===== src/common/gtc_map.vh =====
/*
  Register map, field positions, reset values and constants of the global
  transceiver control register bank.
  Assumes: included by the bank's design file; word index equals the
  printed register offset, byte address is four times the index.
*/
`ifndef GTC_MAP_VH
`define GTC_MAP_VH

// ----------------------------------------------------------------------
// register indices (word addresses on the register bus)
// ----------------------------------------------------------------------
`define GTC_IDX_CTRL1       8'hF0
`define GTC_IDX_FRM_CTRL1   8'hF1
`define GTC_IDX_CTRL3       8'hF2
`define GTC_IDX_CLK_CTRL1   8'hF3
`define GTC_IDX_CLK_CTRL3   8'hF4
`define GTC_IDX_RSVD_F5     8'hF5
`define GTC_IDX_SW_RESET    8'hF6
`define GTC_IDX_RSVD_F7     8'hF7
`define GTC_IDX_DEV_ID      8'hF8
`define GTC_IDX_FRM_ISTAT   8'hF9
`define GTC_IDX_BERT_ISTAT  8'hFA
`define GTC_IDX_LIU_ISTAT   8'hFB
`define GTC_IDX_FRM_IMASK   8'hFC
`define GTC_IDX_BERT_IMASK  8'hFD
`define GTC_IDX_LIU_IMASK   8'hFE

// ----------------------------------------------------------------------
// control register one fields
// ----------------------------------------------------------------------
`define GTC_SEL_HI          7
`define GTC_SEL_LO          5
`define GTC_BIT_COMPAT      3
`define GTC_BIT_GANGED      2
`define GTC_BIT_LATCH       1
`define GTC_BIT_INHIBIT     0
`define GTC_CTRL1_WMASK     8'hEF
`define GTC_SEL_MAX         3'h5

// ----------------------------------------------------------------------
// reset values and widths
// ----------------------------------------------------------------------
`define GTC_RST_REG         8'h00
`define GTC_RST_WORD        32'h0000_0000
`define GTC_ID_VALUE        8'h5A
`define GTC_PORTS           4

`endif


===== src/core/gtc_regbank.v =====
/*
  Global configuration and status register bank of a four-port framer and
  line-interface transceiver, reached over an Avalon-MM slave port with
  waitrequest. Holds control, clock control, software reset, device
  identification, and the framer, bit-error-tester and line-interface
  interrupt status and mask registers, plus the status pin routing, the
  pin-compatibility pin mux, bus multiplexer select and counter latch.
  Assumes: per-port event and status inputs come from logic on sys_clk_i;
  the bus master holds its request until it sees waitrequest low.
*/
`timescale 1ns/1ps
`default_nettype none
`include "gtc_map.vh"

// Contract
// - select field routes per-port status to groups
// - compat mode moves clock pins to status
// - compat cleared keeps normal pin assignment
// - ganged bit picks internal mux or wired-OR
// - ganged set disables internal interleave mux
// - latch bit rising edge latches enabled counters
// - each framer enables latch acceptance independently
// - framer interrupt status plus separate mask
// - tester and line status each with mask
// - identification register and software reset register
// - inhibit clear: pin low on unmasked interrupt
// - inhibit set: pin forced high
module gtc_regbank (
  // clock and reset
  input  wire        sys_clk_i,
  input  wire        rst_i,
  // avalon-mm slave
  input  wire [7:0]  avs_address_i,
  input  wire        avs_read_i,
  input  wire        avs_write_i,
  input  wire [31:0] avs_writedata_i,
  input  wire [3:0]  avs_byteenable_i,
  output reg  [31:0] avs_readdata_o,
  output reg         avs_waitrequest_o,
  // per-port events from framers, testers and line interfaces
  input  wire [3:0]  framer_event_i,
  input  wire [3:0]  bert_event_i,
  input  wire [3:0]  liu_event_i,
  // per-port status sources
  input  wire [3:0]  rx_loss_of_frame_i,
  input  wire [3:0]  tx_clock_loss_i,
  input  wire [3:0]  alarm_output_i,
  input  wire [3:0]  rx_signaling_freeze_i,
  input  wire [3:0]  framer_loss_of_signal_i,
  // per-framer acceptance of the global counter latch
  input  wire [3:0]  framer_latch_en_i,
  // normal-mode source of the clock output pin
  input  wire        clock_output_src_i,
  // status output groups
  output reg  [3:0]  status_grp_a_o,
  output reg  [3:0]  status_grp_b_o,
  // shared pins (outputs and enables, ports four to two)
  output reg  [2:0]  rx_system_clock_o,
  output reg  [2:0]  rx_system_clock_oe_o,
  output reg  [2:0]  tx_system_clock_o,
  output reg  [2:0]  tx_system_clock_oe_o,
  output reg         clock_output_pin_o,
  output reg         serial_select_o,
  output reg         serial_select_oe_o,
  output reg         tx_sync_plain_o,
  // interleaved bus control
  output reg         int_mux_en_o,
  output reg         wired_or_en_o,
  // counter latch strobes
  output reg  [3:0]  counter_latch_o,
  // plain control registers
  output reg  [7:0]  framer_control_one_o,
  output reg  [7:0]  transceiver_control_three_o,
  output reg  [7:0]  clock_control_one_o,
  output reg  [7:0]  clock_control_three_o,
  output reg  [7:0]  software_reset_o,
  // interrupts
  output reg         irq_o,
  output reg         interrupt_pin_n_o
);

  // ----------------------------------------------------------------------
  // storage
  // ----------------------------------------------------------------------
  reg  [7:0]  ctrl1_q;
  reg  [7:0]  frm_ctrl1_q;
  reg  [7:0]  ctrl3_q;
  reg  [7:0]  clk_ctrl1_q;
  reg  [7:0]  clk_ctrl3_q;
  reg  [7:0]  sw_reset_q;
  reg  [3:0]  frm_istat_q;
  reg  [3:0]  bert_istat_q;
  reg  [3:0]  liu_istat_q;
  reg  [3:0]  frm_imask_q;
  reg  [3:0]  bert_imask_q;
  reg  [3:0]  liu_imask_q;
  reg         latch_prev_q;
  reg  [7:0]  rd_byte_d;

  wire        req_w;
  wire        take_w;
  wire        wr_w;
  wire [7:0]  wbyte_w;
  wire [2:0]  sel_w;
  wire        compat_w;
  wire [3:0]  frm_clr_w;
  wire [3:0]  bert_clr_w;
  wire [3:0]  liu_clr_w;
  wire        pending_w;

  // ----------------------------------------------------------------------
  // bus handshake
  // ----------------------------------------------------------------------
  assign req_w   = avs_read_i | avs_write_i;
  // the request completes on the edge where waitrequest is seen low
  assign take_w  = req_w & ~avs_waitrequest_o;
  // only byte lane 0 carries data; other lanes are ignored
  assign wr_w    = take_w & avs_write_i & avs_byteenable_i[0];
  assign wbyte_w = avs_writedata_i[7:0];

  // waitrequest drops for one cycle, one cycle after the request rises
  always @(posedge sys_clk_i or posedge rst_i) begin
    if (rst_i) begin
      avs_waitrequest_o <= 1'b1;
      avs_readdata_o    <= `GTC_RST_WORD;
    end else if (req_w & avs_waitrequest_o) begin
      avs_waitrequest_o <= 1'b0;
      avs_readdata_o    <= {24'h00_0000, rd_byte_d};
    end else begin
      avs_waitrequest_o <= 1'b1;
    end
  end

  // ----------------------------------------------------------------------
  // read mux
  // ----------------------------------------------------------------------
  // unmapped and reserved locations read as zero
  always @* begin
    rd_byte_d = `GTC_RST_REG;
    case (avs_address_i)
      `GTC_IDX_CTRL1:      rd_byte_d = ctrl1_q;
      `GTC_IDX_FRM_CTRL1:  rd_byte_d = frm_ctrl1_q;
      `GTC_IDX_CTRL3:      rd_byte_d = ctrl3_q;
      `GTC_IDX_CLK_CTRL1:  rd_byte_d = clk_ctrl1_q;
      `GTC_IDX_CLK_CTRL3:  rd_byte_d = clk_ctrl3_q;
      `GTC_IDX_SW_RESET:   rd_byte_d = sw_reset_q;
      `GTC_IDX_DEV_ID:     rd_byte_d = `GTC_ID_VALUE;
      `GTC_IDX_FRM_ISTAT:  rd_byte_d = {4'h0, frm_istat_q};
      `GTC_IDX_BERT_ISTAT: rd_byte_d = {4'h0, bert_istat_q};
      `GTC_IDX_LIU_ISTAT:  rd_byte_d = {4'h0, liu_istat_q};
      `GTC_IDX_FRM_IMASK:  rd_byte_d = {4'h0, frm_imask_q};
      `GTC_IDX_BERT_IMASK: rd_byte_d = {4'h0, bert_imask_q};
      `GTC_IDX_LIU_IMASK:  rd_byte_d = {4'h0, liu_imask_q};
      default:             rd_byte_d = `GTC_RST_REG;
    endcase
  end

  // ----------------------------------------------------------------------
  // writable registers
  // ----------------------------------------------------------------------
  // everything resets to zero
  always @(posedge sys_clk_i or posedge rst_i) begin
    if (rst_i) begin
      ctrl1_q      <= `GTC_RST_REG;
      frm_ctrl1_q  <= `GTC_RST_REG;
      ctrl3_q      <= `GTC_RST_REG;
      clk_ctrl1_q  <= `GTC_RST_REG;
      clk_ctrl3_q  <= `GTC_RST_REG;
      sw_reset_q   <= `GTC_RST_REG;
      frm_imask_q  <= 4'h0;
      bert_imask_q <= 4'h0;
      liu_imask_q  <= 4'h0;
    end else if (wr_w) begin
      case (avs_address_i)
        // reserved bit 4 of control one stays zero
        `GTC_IDX_CTRL1:      ctrl1_q      <= wbyte_w & `GTC_CTRL1_WMASK;
        // framer side learns the bus layout here
        `GTC_IDX_FRM_CTRL1:  frm_ctrl1_q  <= wbyte_w;
        `GTC_IDX_CTRL3:      ctrl3_q      <= wbyte_w;
        `GTC_IDX_CLK_CTRL1:  clk_ctrl1_q  <= wbyte_w;
        `GTC_IDX_CLK_CTRL3:  clk_ctrl3_q  <= wbyte_w;
        `GTC_IDX_SW_RESET:   sw_reset_q   <= wbyte_w;
        `GTC_IDX_FRM_IMASK:  frm_imask_q  <= wbyte_w[3:0];
        `GTC_IDX_BERT_IMASK: bert_imask_q <= wbyte_w[3:0];
        `GTC_IDX_LIU_IMASK:  liu_imask_q  <= wbyte_w[3:0];
        // reserved and unmapped writes are dropped
        default: ;
      endcase
    end
  end

  // ----------------------------------------------------------------------
  // sticky interrupt status, write one to clear
  // ----------------------------------------------------------------------
  assign frm_clr_w  = (wr_w && avs_address_i == `GTC_IDX_FRM_ISTAT)  ? wbyte_w[3:0] : 4'h0;
  assign bert_clr_w = (wr_w && avs_address_i == `GTC_IDX_BERT_ISTAT) ? wbyte_w[3:0] : 4'h0;
  assign liu_clr_w  = (wr_w && avs_address_i == `GTC_IDX_LIU_ISTAT)  ? wbyte_w[3:0] : 4'h0;

  // a new event in the clearing cycle survives: set beats clear
  always @(posedge sys_clk_i or posedge rst_i) begin
    if (rst_i) begin
      frm_istat_q  <= 4'h0;
      bert_istat_q <= 4'h0;
      liu_istat_q  <= 4'h0;
    end else begin
      frm_istat_q  <= (frm_istat_q & ~frm_clr_w) | framer_event_i;
      bert_istat_q <= (bert_istat_q & ~bert_clr_w) | bert_event_i;
      liu_istat_q  <= (liu_istat_q & ~liu_clr_w) | liu_event_i;
    end
  end

  assign pending_w = |{frm_istat_q & frm_imask_q,
                       bert_istat_q & bert_imask_q,
                       liu_istat_q & liu_imask_q};

  // interrupt outputs lag the status by one cycle
  always @(posedge sys_clk_i or posedge rst_i) begin
    if (rst_i) begin
      irq_o             <= 1'b0;
      interrupt_pin_n_o <= 1'b1;
    end else begin
      irq_o             <= pending_w;
      // pin low only when pending and not inhibited
      interrupt_pin_n_o <= ~(pending_w & ~ctrl1_q[`GTC_BIT_INHIBIT]);
    end
  end

  // ----------------------------------------------------------------------
  // global counter latch
  // ----------------------------------------------------------------------
  // a held one produces no further strobe; software must toggle it
  always @(posedge sys_clk_i or posedge rst_i) begin
    if (rst_i) begin
      latch_prev_q    <= 1'b0;
      counter_latch_o <= 4'h0;
    end else begin
      // history starts from the reset value
      latch_prev_q    <= ctrl1_q[`GTC_BIT_LATCH];
      counter_latch_o <= {`GTC_PORTS{ctrl1_q[`GTC_BIT_LATCH] & ~latch_prev_q}} & framer_latch_en_i;
    end
  end

  // ----------------------------------------------------------------------
  // status pin routing
  // ----------------------------------------------------------------------
  // reserved codes fall back to code zero
  assign sel_w    = (ctrl1_q[`GTC_SEL_HI:`GTC_SEL_LO] > `GTC_SEL_MAX) ? 3'h0
                                                                      : ctrl1_q[`GTC_SEL_HI:`GTC_SEL_LO];
  assign compat_w = ctrl1_q[`GTC_BIT_COMPAT];

  // registered so the pins never see a glitch from the select change
  always @(posedge sys_clk_i or posedge rst_i) begin
    if (rst_i) begin
      status_grp_a_o <= 4'h0;
      status_grp_b_o <= 4'h0;
    end else begin
      // low select bit picks frame loss or clock loss
      status_grp_a_o <= sel_w[0] ? tx_clock_loss_i : rx_loss_of_frame_i;
      // upper select bits pick alarm, freeze or signal loss
      case (sel_w[2:1])
        2'h0:    status_grp_b_o <= alarm_output_i;
        2'h1:    status_grp_b_o <= rx_signaling_freeze_i;
        2'h2:    status_grp_b_o <= framer_loss_of_signal_i;
        default: status_grp_b_o <= alarm_output_i;
      endcase
    end
  end

  // ----------------------------------------------------------------------
  // pin-compatibility mux
  // ----------------------------------------------------------------------
  // pins take the status groups one cycle after the groups update
  always @(posedge sys_clk_i or posedge rst_i) begin
    if (rst_i) begin
      rx_system_clock_o    <= 3'h0;
      rx_system_clock_oe_o <= 3'h0;
      tx_system_clock_o    <= 3'h0;
      tx_system_clock_oe_o <= 3'h0;
      clock_output_pin_o   <= 1'b0;
      serial_select_o      <= 1'b0;
      serial_select_oe_o   <= 1'b0;
      tx_sync_plain_o      <= 1'b0;
    end else if (compat_w) begin
      // clock pins carry the status groups
      rx_system_clock_o    <= status_grp_a_o[3:1];
      rx_system_clock_oe_o <= 3'h7;
      tx_system_clock_o    <= status_grp_b_o[3:1];
      tx_system_clock_oe_o <= 3'h7;
      clock_output_pin_o   <= status_grp_a_o[0];
      serial_select_o      <= status_grp_b_o[0];
      serial_select_oe_o   <= 1'b1;
      tx_sync_plain_o      <= 1'b1;
    end else begin
      // clock pins stay inputs, normal clock out
      rx_system_clock_o    <= 3'h0;
      rx_system_clock_oe_o <= 3'h0;
      tx_system_clock_o    <= 3'h0;
      tx_system_clock_oe_o <= 3'h0;
      clock_output_pin_o   <= clock_output_src_i;
      serial_select_o      <= 1'b0;
      serial_select_oe_o   <= 1'b0;
      tx_sync_plain_o      <= 1'b0;
    end
  end

  // ----------------------------------------------------------------------
  // interleaved bus mode and plain register outputs
  // ----------------------------------------------------------------------
  // the default, internal mux, is the recommended setting
  always @(posedge sys_clk_i or posedge rst_i) begin
    if (rst_i) begin
      int_mux_en_o                <= 1'b1;
      wired_or_en_o               <= 1'b0;
      framer_control_one_o        <= `GTC_RST_REG;
      transceiver_control_three_o <= `GTC_RST_REG;
      clock_control_one_o         <= `GTC_RST_REG;
      clock_control_three_o       <= `GTC_RST_REG;
      software_reset_o            <= `GTC_RST_REG;
    end else begin
      // ganged mode shuts the internal mux
      int_mux_en_o                <= ~ctrl1_q[`GTC_BIT_GANGED];
      wired_or_en_o               <= ctrl1_q[`GTC_BIT_GANGED];
      framer_control_one_o        <= frm_ctrl1_q;
      transceiver_control_three_o <= ctrl3_q;
      clock_control_one_o         <= clk_ctrl1_q;
      clock_control_three_o       <= clk_ctrl3_q;
      software_reset_o            <= sw_reset_q;
    end
  end

endmodule

`default_nettype wire


===== config.mk =====
export PLATFORM = sky130hd
export DESIGN_NAME = gtc_regbank
export DESIGN_NICKNAME = d
export VERILOG_FILES = /design/src/core/gtc_regbank.v
export VERILOG_INCLUDE_DIRS = /design/src /design/src/common
export SDC_FILE = /design/constraint.sdc
export NUM_CORES = 1
export LEC_CHECK = 0
export BUFFER_PORTS_ARGS = -buffer_cell sky130_fd_sc_hd__buf_2
export CELL_PAD_IN_SITES_DETAIL_PLACEMENT = 1
export CELL_PAD_IN_SITES_GLOBAL_PLACEMENT = 2
export CORE_AREA = 2 2 145 147
export CTS_CLUSTER_DIAMETER = 50
export CTS_CLUSTER_SIZE = 40
export DETAILED_ROUTE_END_ITERATION = 10
export DIE_AREA = 0 0 147 149
export GPL_ROUTABILITY_DRIVEN = 0
export PLACE_DENSITY_LB_ADDON = 0.2
export SETUP_SLACK_MARGIN = 0.05
export SYNTH_ARGS = -nofsm -noshare
export SYNTH_HDL_FRONTEND = slang
export SYNTH_SLANG_ARGS = --single-unit

===== constraint.sdc =====
create_clock -name sys_clk_i -period 5.4 [get_ports sys_clk_i]
set_clock_uncertainty 0.15 [all_clocks]
set_input_delay 1.08 -clock sys_clk_i [delete_from_list [all_inputs] [get_ports sys_clk_i]]
set_output_delay 1.08 -clock sys_clk_i [all_outputs]
set_load 0.005 [all_outputs]

# After elaboration in Yosys (flattened, before gate mapping)
# Cells that the tools add are included.
dict set report classes {
  mux 14
  reduce_logical 13
  eq_ne 15
  bitwise 25
  order_cmp 1
}
# op count
set ops {}
lappend ops {{8-bit equality test (second input constant)} 13}
lappend ops {{8-bit one-hot mux with 13 select lines} 1}
lappend ops {{4-bit bitwise AND} 7}
lappend ops {{2-bit AND reduction} 9}
lappend ops {{4-bit two-way mux} 4}
lappend ops {{3-bit two-way mux} 4}
lappend ops {{4-bit NOT} 3}
lappend ops {{4-bit OR} 3}
lappend ops {{12-bit OR reduction} 1}
lappend ops {{4-bit one-hot mux with 2 select lines} 1}
lappend ops {{1-bit bitwise AND} 6}
lappend ops {{1-bit NOT} 5}
lappend ops {{1-bit two-way mux} 4}
lappend ops {{3-bit greater-than comparator (second input constant)} 1}
lappend ops {{1-bit logical AND} 3}
lappend ops {{2-bit by 1-bit equality test with 1-bit output (second input constant)} 1}
lappend ops {{2-bit equality test (second input constant)} 1}
lappend ops {{1-bit OR} 1}
dict set report word_totals {
  out_inout_bits 105
  word_cells 101
  register_bits 149
}

# Depth between registers and ports, before layout
dict set report logic_depth {
  word_depth 9
  ltp_mapped 7
}

# Worst setup path after synthesis
# No wires, ideal clock.
dict set report synth_path {
  kind {in2reg}
  from {input port avs_address_i[3]}
  to {register ctrl1_q[0]}
  t_arrival_ns 2.521
  slack_ns 2.604
  setup_time_ns 0.125
  cell_stages 6
  path_cell_list {or2_1 > or3_1 > buf_2 > or3_1 > buf_6 > mux2_4}
}
dict set report synth_via {
  elab_chain_len 2
}
# item line_no
set synth_lines {}
lappend synth_lines {{from (decl)} gtc_regbank.v:33} ;# input wire [7:0] avs_address_i,
lappend synth_lines {{8-bit equality test} gtc_regbank.v:174} ;# case (avs_address_i)
lappend synth_lines {{2-bit AND reduction (no source line)} --}
lappend synth_lines {{to (signal assigned)} gtc_regbank.v:164} ;# ctrl1_q <= `GTC_RST_REG;
lappend synth_lines {{to (signal assigned)} gtc_regbank.v:176} ;# `GTC_IDX_CTRL1: ctrl1_q <= wbyte_w & `GTC_CTRL1_WMASK;
lappend synth_lines {{to (decl)} gtc_regbank.v:85} ;# reg [7:0] ctrl1_q;
# No other way between the ends.
# A chain may end at the register's enable or synchronous reset.

# Worst setup path after layout
dict set report layout_path {
  from {input port avs_address_i[2]}
  to {register frm_imask_q[0]}
}
dict set report layout_via {
  elab_chain_len 2
}
# item line_no
set layout_lines {}
lappend layout_lines {{8-bit equality test} gtc_regbank.v:174}
lappend layout_lines {{2-bit AND reduction (no source line)} --}
lappend layout_lines {{to (signal assigned)} gtc_regbank.v:183} ;# `GTC_IDX_FRM_IMASK: frm_imask_q <= wbyte_w[3:0];
lappend layout_lines {{to (decl)} gtc_regbank.v:94} ;# reg [3:0] frm_imask_q;
# No other way between the ends.

==> impl_results.html <==
<table>
<tr><th>Metric</th><th>Value</th></tr>
<tr><th colspan="2">Clocking</th></tr>
<tr><td>Insertion delay of the later-clocked pin in the worst-skew pair</td><td>roughly 430 ps</td></tr>
<tr><td>Number of buffers inserted to repair setup after CTS</td><td>0</td></tr>
<tr><td>Count of cells resized by post-cts repair</td><td>0</td></tr>
<tr><td>Num CTS Buffers</td><td>17</td></tr>
<tr><td>Buffers from clock root to sink, at most</td><td>2</td></tr>
<tr><td>CTS tree</td><td>yes</td></tr>
<tr><td>Number of buffers inserted for hold repair after clock tree synthesis</td><td>0</td></tr>
<tr><td>Buffer cell driving the clock tree root</td><td>sky130_fd_sc_hd__clkbuf_16</td></tr>
<tr><td>H-tree Lvls</td><td>4</td></tr>
<tr><td>Clk sink count</td><td>between 100 and 150</td></tr>
<tr><td>Clock slew at the register clock pins of the worst setup and hold paths</td><td>about 60 ps</td></tr>
<tr><th colspan="2">Logic synthesis</th></tr>
<tr><td>Library cells used by synthesis</td><td>55</td></tr>
<tr><td>Post-synth top flop</td><td>sky130_fd_sc_hd__dfrtp_1</td></tr>
<tr><td>Synth top cells by count</td><td>143 x sky130_fd_sc_hd__dfrtp_1, 59 x sky130_fd_sc_hd__mux2_2, 31 x sky130_fd_sc_hd__buf_4</td></tr>
<tr><td>Number of synthesized flops with an enable pin</td><td>0</td></tr>
<tr><td>Cell with the most instances after synthesis</td><td>sky130_fd_sc_hd__dfrtp_1</td></tr>
<tr><td>Post-synthesis cell type with the largest combined area</td><td>sky130_fd_sc_hd__dfrtp_1</td></tr>
<tr><td>Post-Synthesis Mean Instance Area</td><td>13.3 um2</td></tr>
<tr><td>Flops &amp; latches, synth</td><td>roughly 150</td></tr>
<tr><td>Post-Synthesis Cell Area</td><td>roughly 6000 um2</td></tr>
<tr><td>Dominant cells by area after synthesis</td><td>sky130_fd_sc_hd__dfrtp_1 59%, sky130_fd_sc_hd__mux2_2 11%, sky130_fd_sc_hd__buf_4 3.9%, sky130_fd_sc_hd__mux2i_1 3.0%, sky130_fd_sc_hd__mux2_4 1.7%</td></tr>
<tr><td>Share of Yosys cell area claimed by the top area cell type</td><td>between 50 and 60%</td></tr>
<tr><td>Yosys synthesis warning count</td><td>0</td></tr>
<tr><td>Number of standard cells after synthesis</td><td>453</td></tr>
<tr><td>Share of synthesized area occupied by flip-flops and latches</td><td>60.6%</td></tr>
<tr><td>Synth async-reset ratio</td><td>100%</td></tr>
<tr><th colspan="2">Drt</th></tr>
<tr><td>Drt first pass iters</td><td>4</td></tr>
<tr><td>DRT Wirelength</td><td>roughly 17000 um</td></tr>
<tr><td>Drt wl/cell</td><td>between 15 and 20 um</td></tr>
<tr><td>Post-route DRC violation count</td><td>0</td></tr>
<tr><td>Via count normalized by instance count</td><td>roughly 4.6</td></tr>
<tr><td>Detail Route Antenna Nets</td><td>0</td></tr>
<tr><td>Drt initial violations</td><td>about 190</td></tr>
<tr><td>DR vias</td><td>a little over 4000</td></tr>
<tr><th colspan="2">STA</th></tr>
<tr><td>Finish-stage setup viols</td><td>0</td></tr>
<tr><td>Total negative slack for setup checks</td><td>0 ps</td></tr>
<tr><td>Fin crit share</td><td>between 50% and 60%</td></tr>
<tr><td>Transition at the pin with the smallest max-transition slack</td><td>1230 ps</td></tr>
<tr><td>Final critical path time including I/O delays and setup</td><td>2970 ps</td></tr>
<tr><td>RSZ-0062 raised after global routing</td><td>false</td></tr>
<tr><td>Pins Over Slew Limit</td><td>0</td></tr>
<tr><td>Hold Violations, Final</td><td>0</td></tr>
<tr><td>Fmax</td><td>~340 MHz</td></tr>
<tr><td>Max_slew headroom</td><td>approximately 17%</td></tr>
<tr><th colspan="2">Global routing</th></tr>
<tr><td>Initial antenna violation count</td><td>0</td></tr>
<tr><td>Global-route wire length before repair</td><td>26500 um</td></tr>
<tr><td>Maximum number of pins on one net before global-route repair</td><td>102</td></tr>
<tr><td>Via count of the first global-routing pass</td><td>between 4000 and 5000</td></tr>
<tr><td>Global route overflow</td><td>0</td></tr>
<tr><td>All-layer global routing usage</td><td>16.1%</td></tr>
<tr><th colspan="2">Worst setup path</th></tr>
<tr><td>CP startpoint kind</td><td>primary input</td></tr>
<tr><td>Crit path max fanout</td><td>23</td></tr>
<tr><td>Crit path largest cell delay</td><td>550 ps</td></tr>
<tr><td>Sequence of cells on the critical path</td><td>buf_2, nand2_1, or3_1, nor3_1, mux2_2</td></tr>
<tr><td>End of the worst register-to-register path</td><td>sw_reset_q[3]</td></tr>
<tr><td>Length in cells of the worst reg-to-reg path</td><td>4</td></tr>
<tr><td>Data required time of the worst path</td><td>between 5000 and 6000 ps</td></tr>
<tr><td>Dominant delay contributor by cell family on the critical path</td><td>simple AND/OR/NAND/NOR gates</td></tr>
<tr><td>Start point of the critical path</td><td>avs_address_i[2]</td></tr>
<tr><td>Kind of end point of the critical path</td><td>register</td></tr>
<tr><td>Total number of cells along the worst setup path</td><td>5</td></tr>
<tr><td>Worst setup path class</td><td>in -&gt; reg</td></tr>
<tr><td>Arrival time of the worst setup path</td><td>around 3100 ps</td></tr>
<tr><td>Library cell contributing the largest single delay on the critical path</td><td>sky130_fd_sc_hd__nor3_1</td></tr>
<tr><td>Termination of the worst setup path</td><td>frm_imask_q[0]</td></tr>
<tr><td>R2R setup slack</td><td>between 2000 and 3000 ps</td></tr>
<tr><td>Worst R2R Start</td><td>avs_waitrequest_o</td></tr>
<tr><td>Number of buffers and inverters on the critical path</td><td>1</td></tr>
<tr><th colspan="2">Floorplan</th></tr>
<tr><td>Floorplan Core Area</td><td>~20000 um2</td></tr>
<tr><td># IOs</td><td>190</td></tr>
<tr><td>Overall die height</td><td>149 um</td></tr>
<tr><td>X dimension of the die</td><td>between 100 and 150 um</td></tr>
<tr><td>Site row count</td><td>53</td></tr>
<tr><td>Effective utilization at floorplan</td><td>29.4%</td></tr>
<tr><td>Die footprint</td><td>between 20000 and 25000 um2</td></tr>
<tr><th colspan="2">Pwr</th></tr>
<tr><td>Leakage</td><td>between 3 and 4 nW</td></tr>
<tr><td>Power per cell area</td><td>between 300 and 400 nW/um2</td></tr>
<tr><td>Highest ir drop seen on vdd</td><td>~190 uV</td></tr>
<tr><th colspan="2">Place</th></tr>
<tr><td>Total cell area at the placement stage</td><td>around 6900 um2</td></tr>
<tr><td>Count of buffers from port buffering</td><td>138</td></tr>
<tr><td>Placed wire-length estimate after detailed placement</td><td>about 12000 um</td></tr>
<tr><td>Cell count after placement</td><td>roughly 840</td></tr>
<tr><th colspan="2">Status</th></tr>
<tr><td>Status</td><td>complete, no violations</td></tr>
<tr><th colspan="2">Finish</th></tr>
<tr><td>Utilization after layout</td><td>36.5%</td></tr>
<tr><td>Diodes inserted</td><td>0</td></tr>
<tr><td>Area added between synthesis and finish</td><td>24.3%</td></tr>
<tr><td>Count of non-filler cells in the finished layout</td><td>roughly 880</td></tr>
<tr><td>Final std cell area, no fill</td><td>7500 um2</td></tr>
<tr><td>Post-layout net count</td><td>674</td></tr>
<tr><td>Fraction of layout cells with a size suffix above 1</td><td>roughly two fifths</td></tr>
<tr><th colspan="2">Min path</th></tr>
<tr><td>HP Class</td><td>reg -&gt; reg</td></tr>
<tr><th colspan="2">Flow run</th></tr>
<tr><td>Maximum capacitance violations</td><td>0</td></tr>
</table>
-- worst register-to-register path: stages, from the launching register on --
cell,delay [ps]
sky130_fd_sc_hd__dfstp_2,380
sky130_fd_sc_hd__nand3b_1,270
sky130_fd_sc_hd__or2_2,380
sky130_fd_sc_hd__nor3_2,830
sky130_fd_sc_hd__mux2_2,430
-- sequential cells by signal, summed over array words and instances (netlist names), 7 cells and up --
register / cells
ctrl3_q: 8
avs_readdata_o: 8
clock_control_three_o: 8
clk_ctrl3_q: 8
ctrl1_q: 7
clock_control_one_o: 8
sw_reset_q: 8
frm_ctrl1_q: 8
software_reset_o: 8
framer_control_one_o: 8
clk_ctrl1_q: 8
transceiver_control_three_o: 8
-- routing by layer --
metal / vias up / wire length [um] / GRT usage [%]
met1: 2089 / 7900 / 21.1
li1: 1826 / - / -
met3: 17 / 733 / 3.82
met5: - / 0 / 0
met4: 0 / 284 / 5.19
met2: 122 / 8080 / 26.5
-- how the worst min path moves through the flow --
stage	cells after the start	slack, ps	from	end
floorplan	0	210	clk_ctrl3_q[3]	clock_control_three_o[3]
global placement	0	230	clk_ctrl1_q[1]	clock_control_one_o[1]
detailed placement	0	240	clk_ctrl3_q[4]	clock_control_three_o[4]
CTS	0	250	clk_ctrl3_q[4]	clock_control_three_o[4]
global route	0	260	sw_reset_q[2]	software_reset_o[2]
finish	0	250	frm_ctrl1_q[6]	framer_control_one_o[6]
-- cells in the final DEF (no fill, tap or decap), types with 2 or more instances in the layout --
cell type | synthesis | final
sky130_fd_sc_hd__a21oi_1 | 5 | 5
sky130_fd_sc_hd__conb_1 | 1 | 24
sky130_fd_sc_hd__and2_1 | 11 | 11
sky130_fd_sc_hd__mux2i_1 | 18 | 18
sky130_fd_sc_hd__clkinvlp_4 | 0 | 2
sky130_fd_sc_hd__nand2_1 | 27 | 27
sky130_fd_sc_hd__o22a_1 | 3 | 3
sky130_fd_sc_hd__mux4_2 | 2 | 2
sky130_fd_sc_hd__clkinv_2 | 0 | 4
sky130_fd_sc_hd__a221oi_1 | 4 | 4
sky130_fd_sc_hd__dfstp_2 | 3 | 3
sky130_fd_sc_hd__a22oi_1 | 7 | 7
sky130_fd_sc_hd__a31oi_1 | 2 | 2
sky130_fd_sc_hd__nor2b_1 | 5 | 5
sky130_fd_sc_hd__or3_1 | 5 | 5
sky130_fd_sc_hd__bufinv_16 | 0 | 4
sky130_fd_sc_hd__a22o_1 | 7 | 7
sky130_fd_sc_hd__mux2_4 | 7 | 7
sky130_fd_sc_hd__o21ai_0 | 16 | 16
sky130_fd_sc_hd__a21o_1 | 12 | 12
sky130_fd_sc_hd__inv_1 | 5 | 4
sky130_fd_sc_hd__nand3_1 | 5 | 5
sky130_fd_sc_hd__o211ai_1 | 2 | 2
sky130_fd_sc_hd__buf_2 | 4 | 138
sky130_fd_sc_hd__clkbuf_1 | 8 | 2
sky130_fd_sc_hd__dfrtp_1 | 143 | 143
sky130_fd_sc_hd__clkbuf_16 | 0 | 17
sky130_fd_sc_hd__nor3_1 | 3 | 3
sky130_fd_sc_hd__ha_1 | 2 | 2
sky130_fd_sc_hd__a32o_1 | 2 | 2
sky130_fd_sc_hd__clkbuf_8 | 0 | 3
sky130_fd_sc_hd__nand2b_1 | 9 | 9
sky130_fd_sc_hd__buf_4 | 31 | 3
sky130_fd_sc_hd__nor2_2 | 3 | 3
sky130_fd_sc_hd__nor2_1 | 11 | 11
sky130_fd_sc_hd__o221ai_1 | 2 | 2
sky130_fd_sc_hd__o22ai_1 | 3 | 3
sky130_fd_sc_hd__mux2_2 | 59 | 59
-- power breakdown --
group	internal, mW	switching [mW]	total, mW
combinational	0.0492	0.0900	0.139
sequential	1.11	0.0108	1.13
clock	0.807	0.457	1.26
total	1.97	0.558	2.53
-- area by class of cell --
type                            count  area (um2)
Clock inverter                     10         155
Tap cell                          275         344
Sequential cell                   146        3660
Inverter                            5        23.8
Timing Repair Buffer              141         713
Multi-Input combinational cell    276        2130
Clock buffer                       22         474
Fill cell                        2231       13100
-- per-stage QoR --
stage	setup slack [ps]	power, mW	hold WS [ps]
2_1_floorplan	252	1.23	212
6_report	2430	2.53	248
5_1_grt	2340	2.62	262
4_1_cts	2450	2.56	251
3_3_place_gp	2020	1.28	232
3_5_place_dp	2010	1.29	239
-- logic make-up (layout without fill, tap and decap cells) --
kind of cell	count (synthesis)	after routing	synth area share, %
DFF	146	146	60.6
and+or+nand+nor	90	90	8.17
muxes	86	86	16.5
AOI/OAI and AO/OA	74	74	8.79
buffers and inverters	54	178	5.49
adders and majority gates	2	2	0.415
other	1	24	0.0621
(Power assumes the default switching activity.)
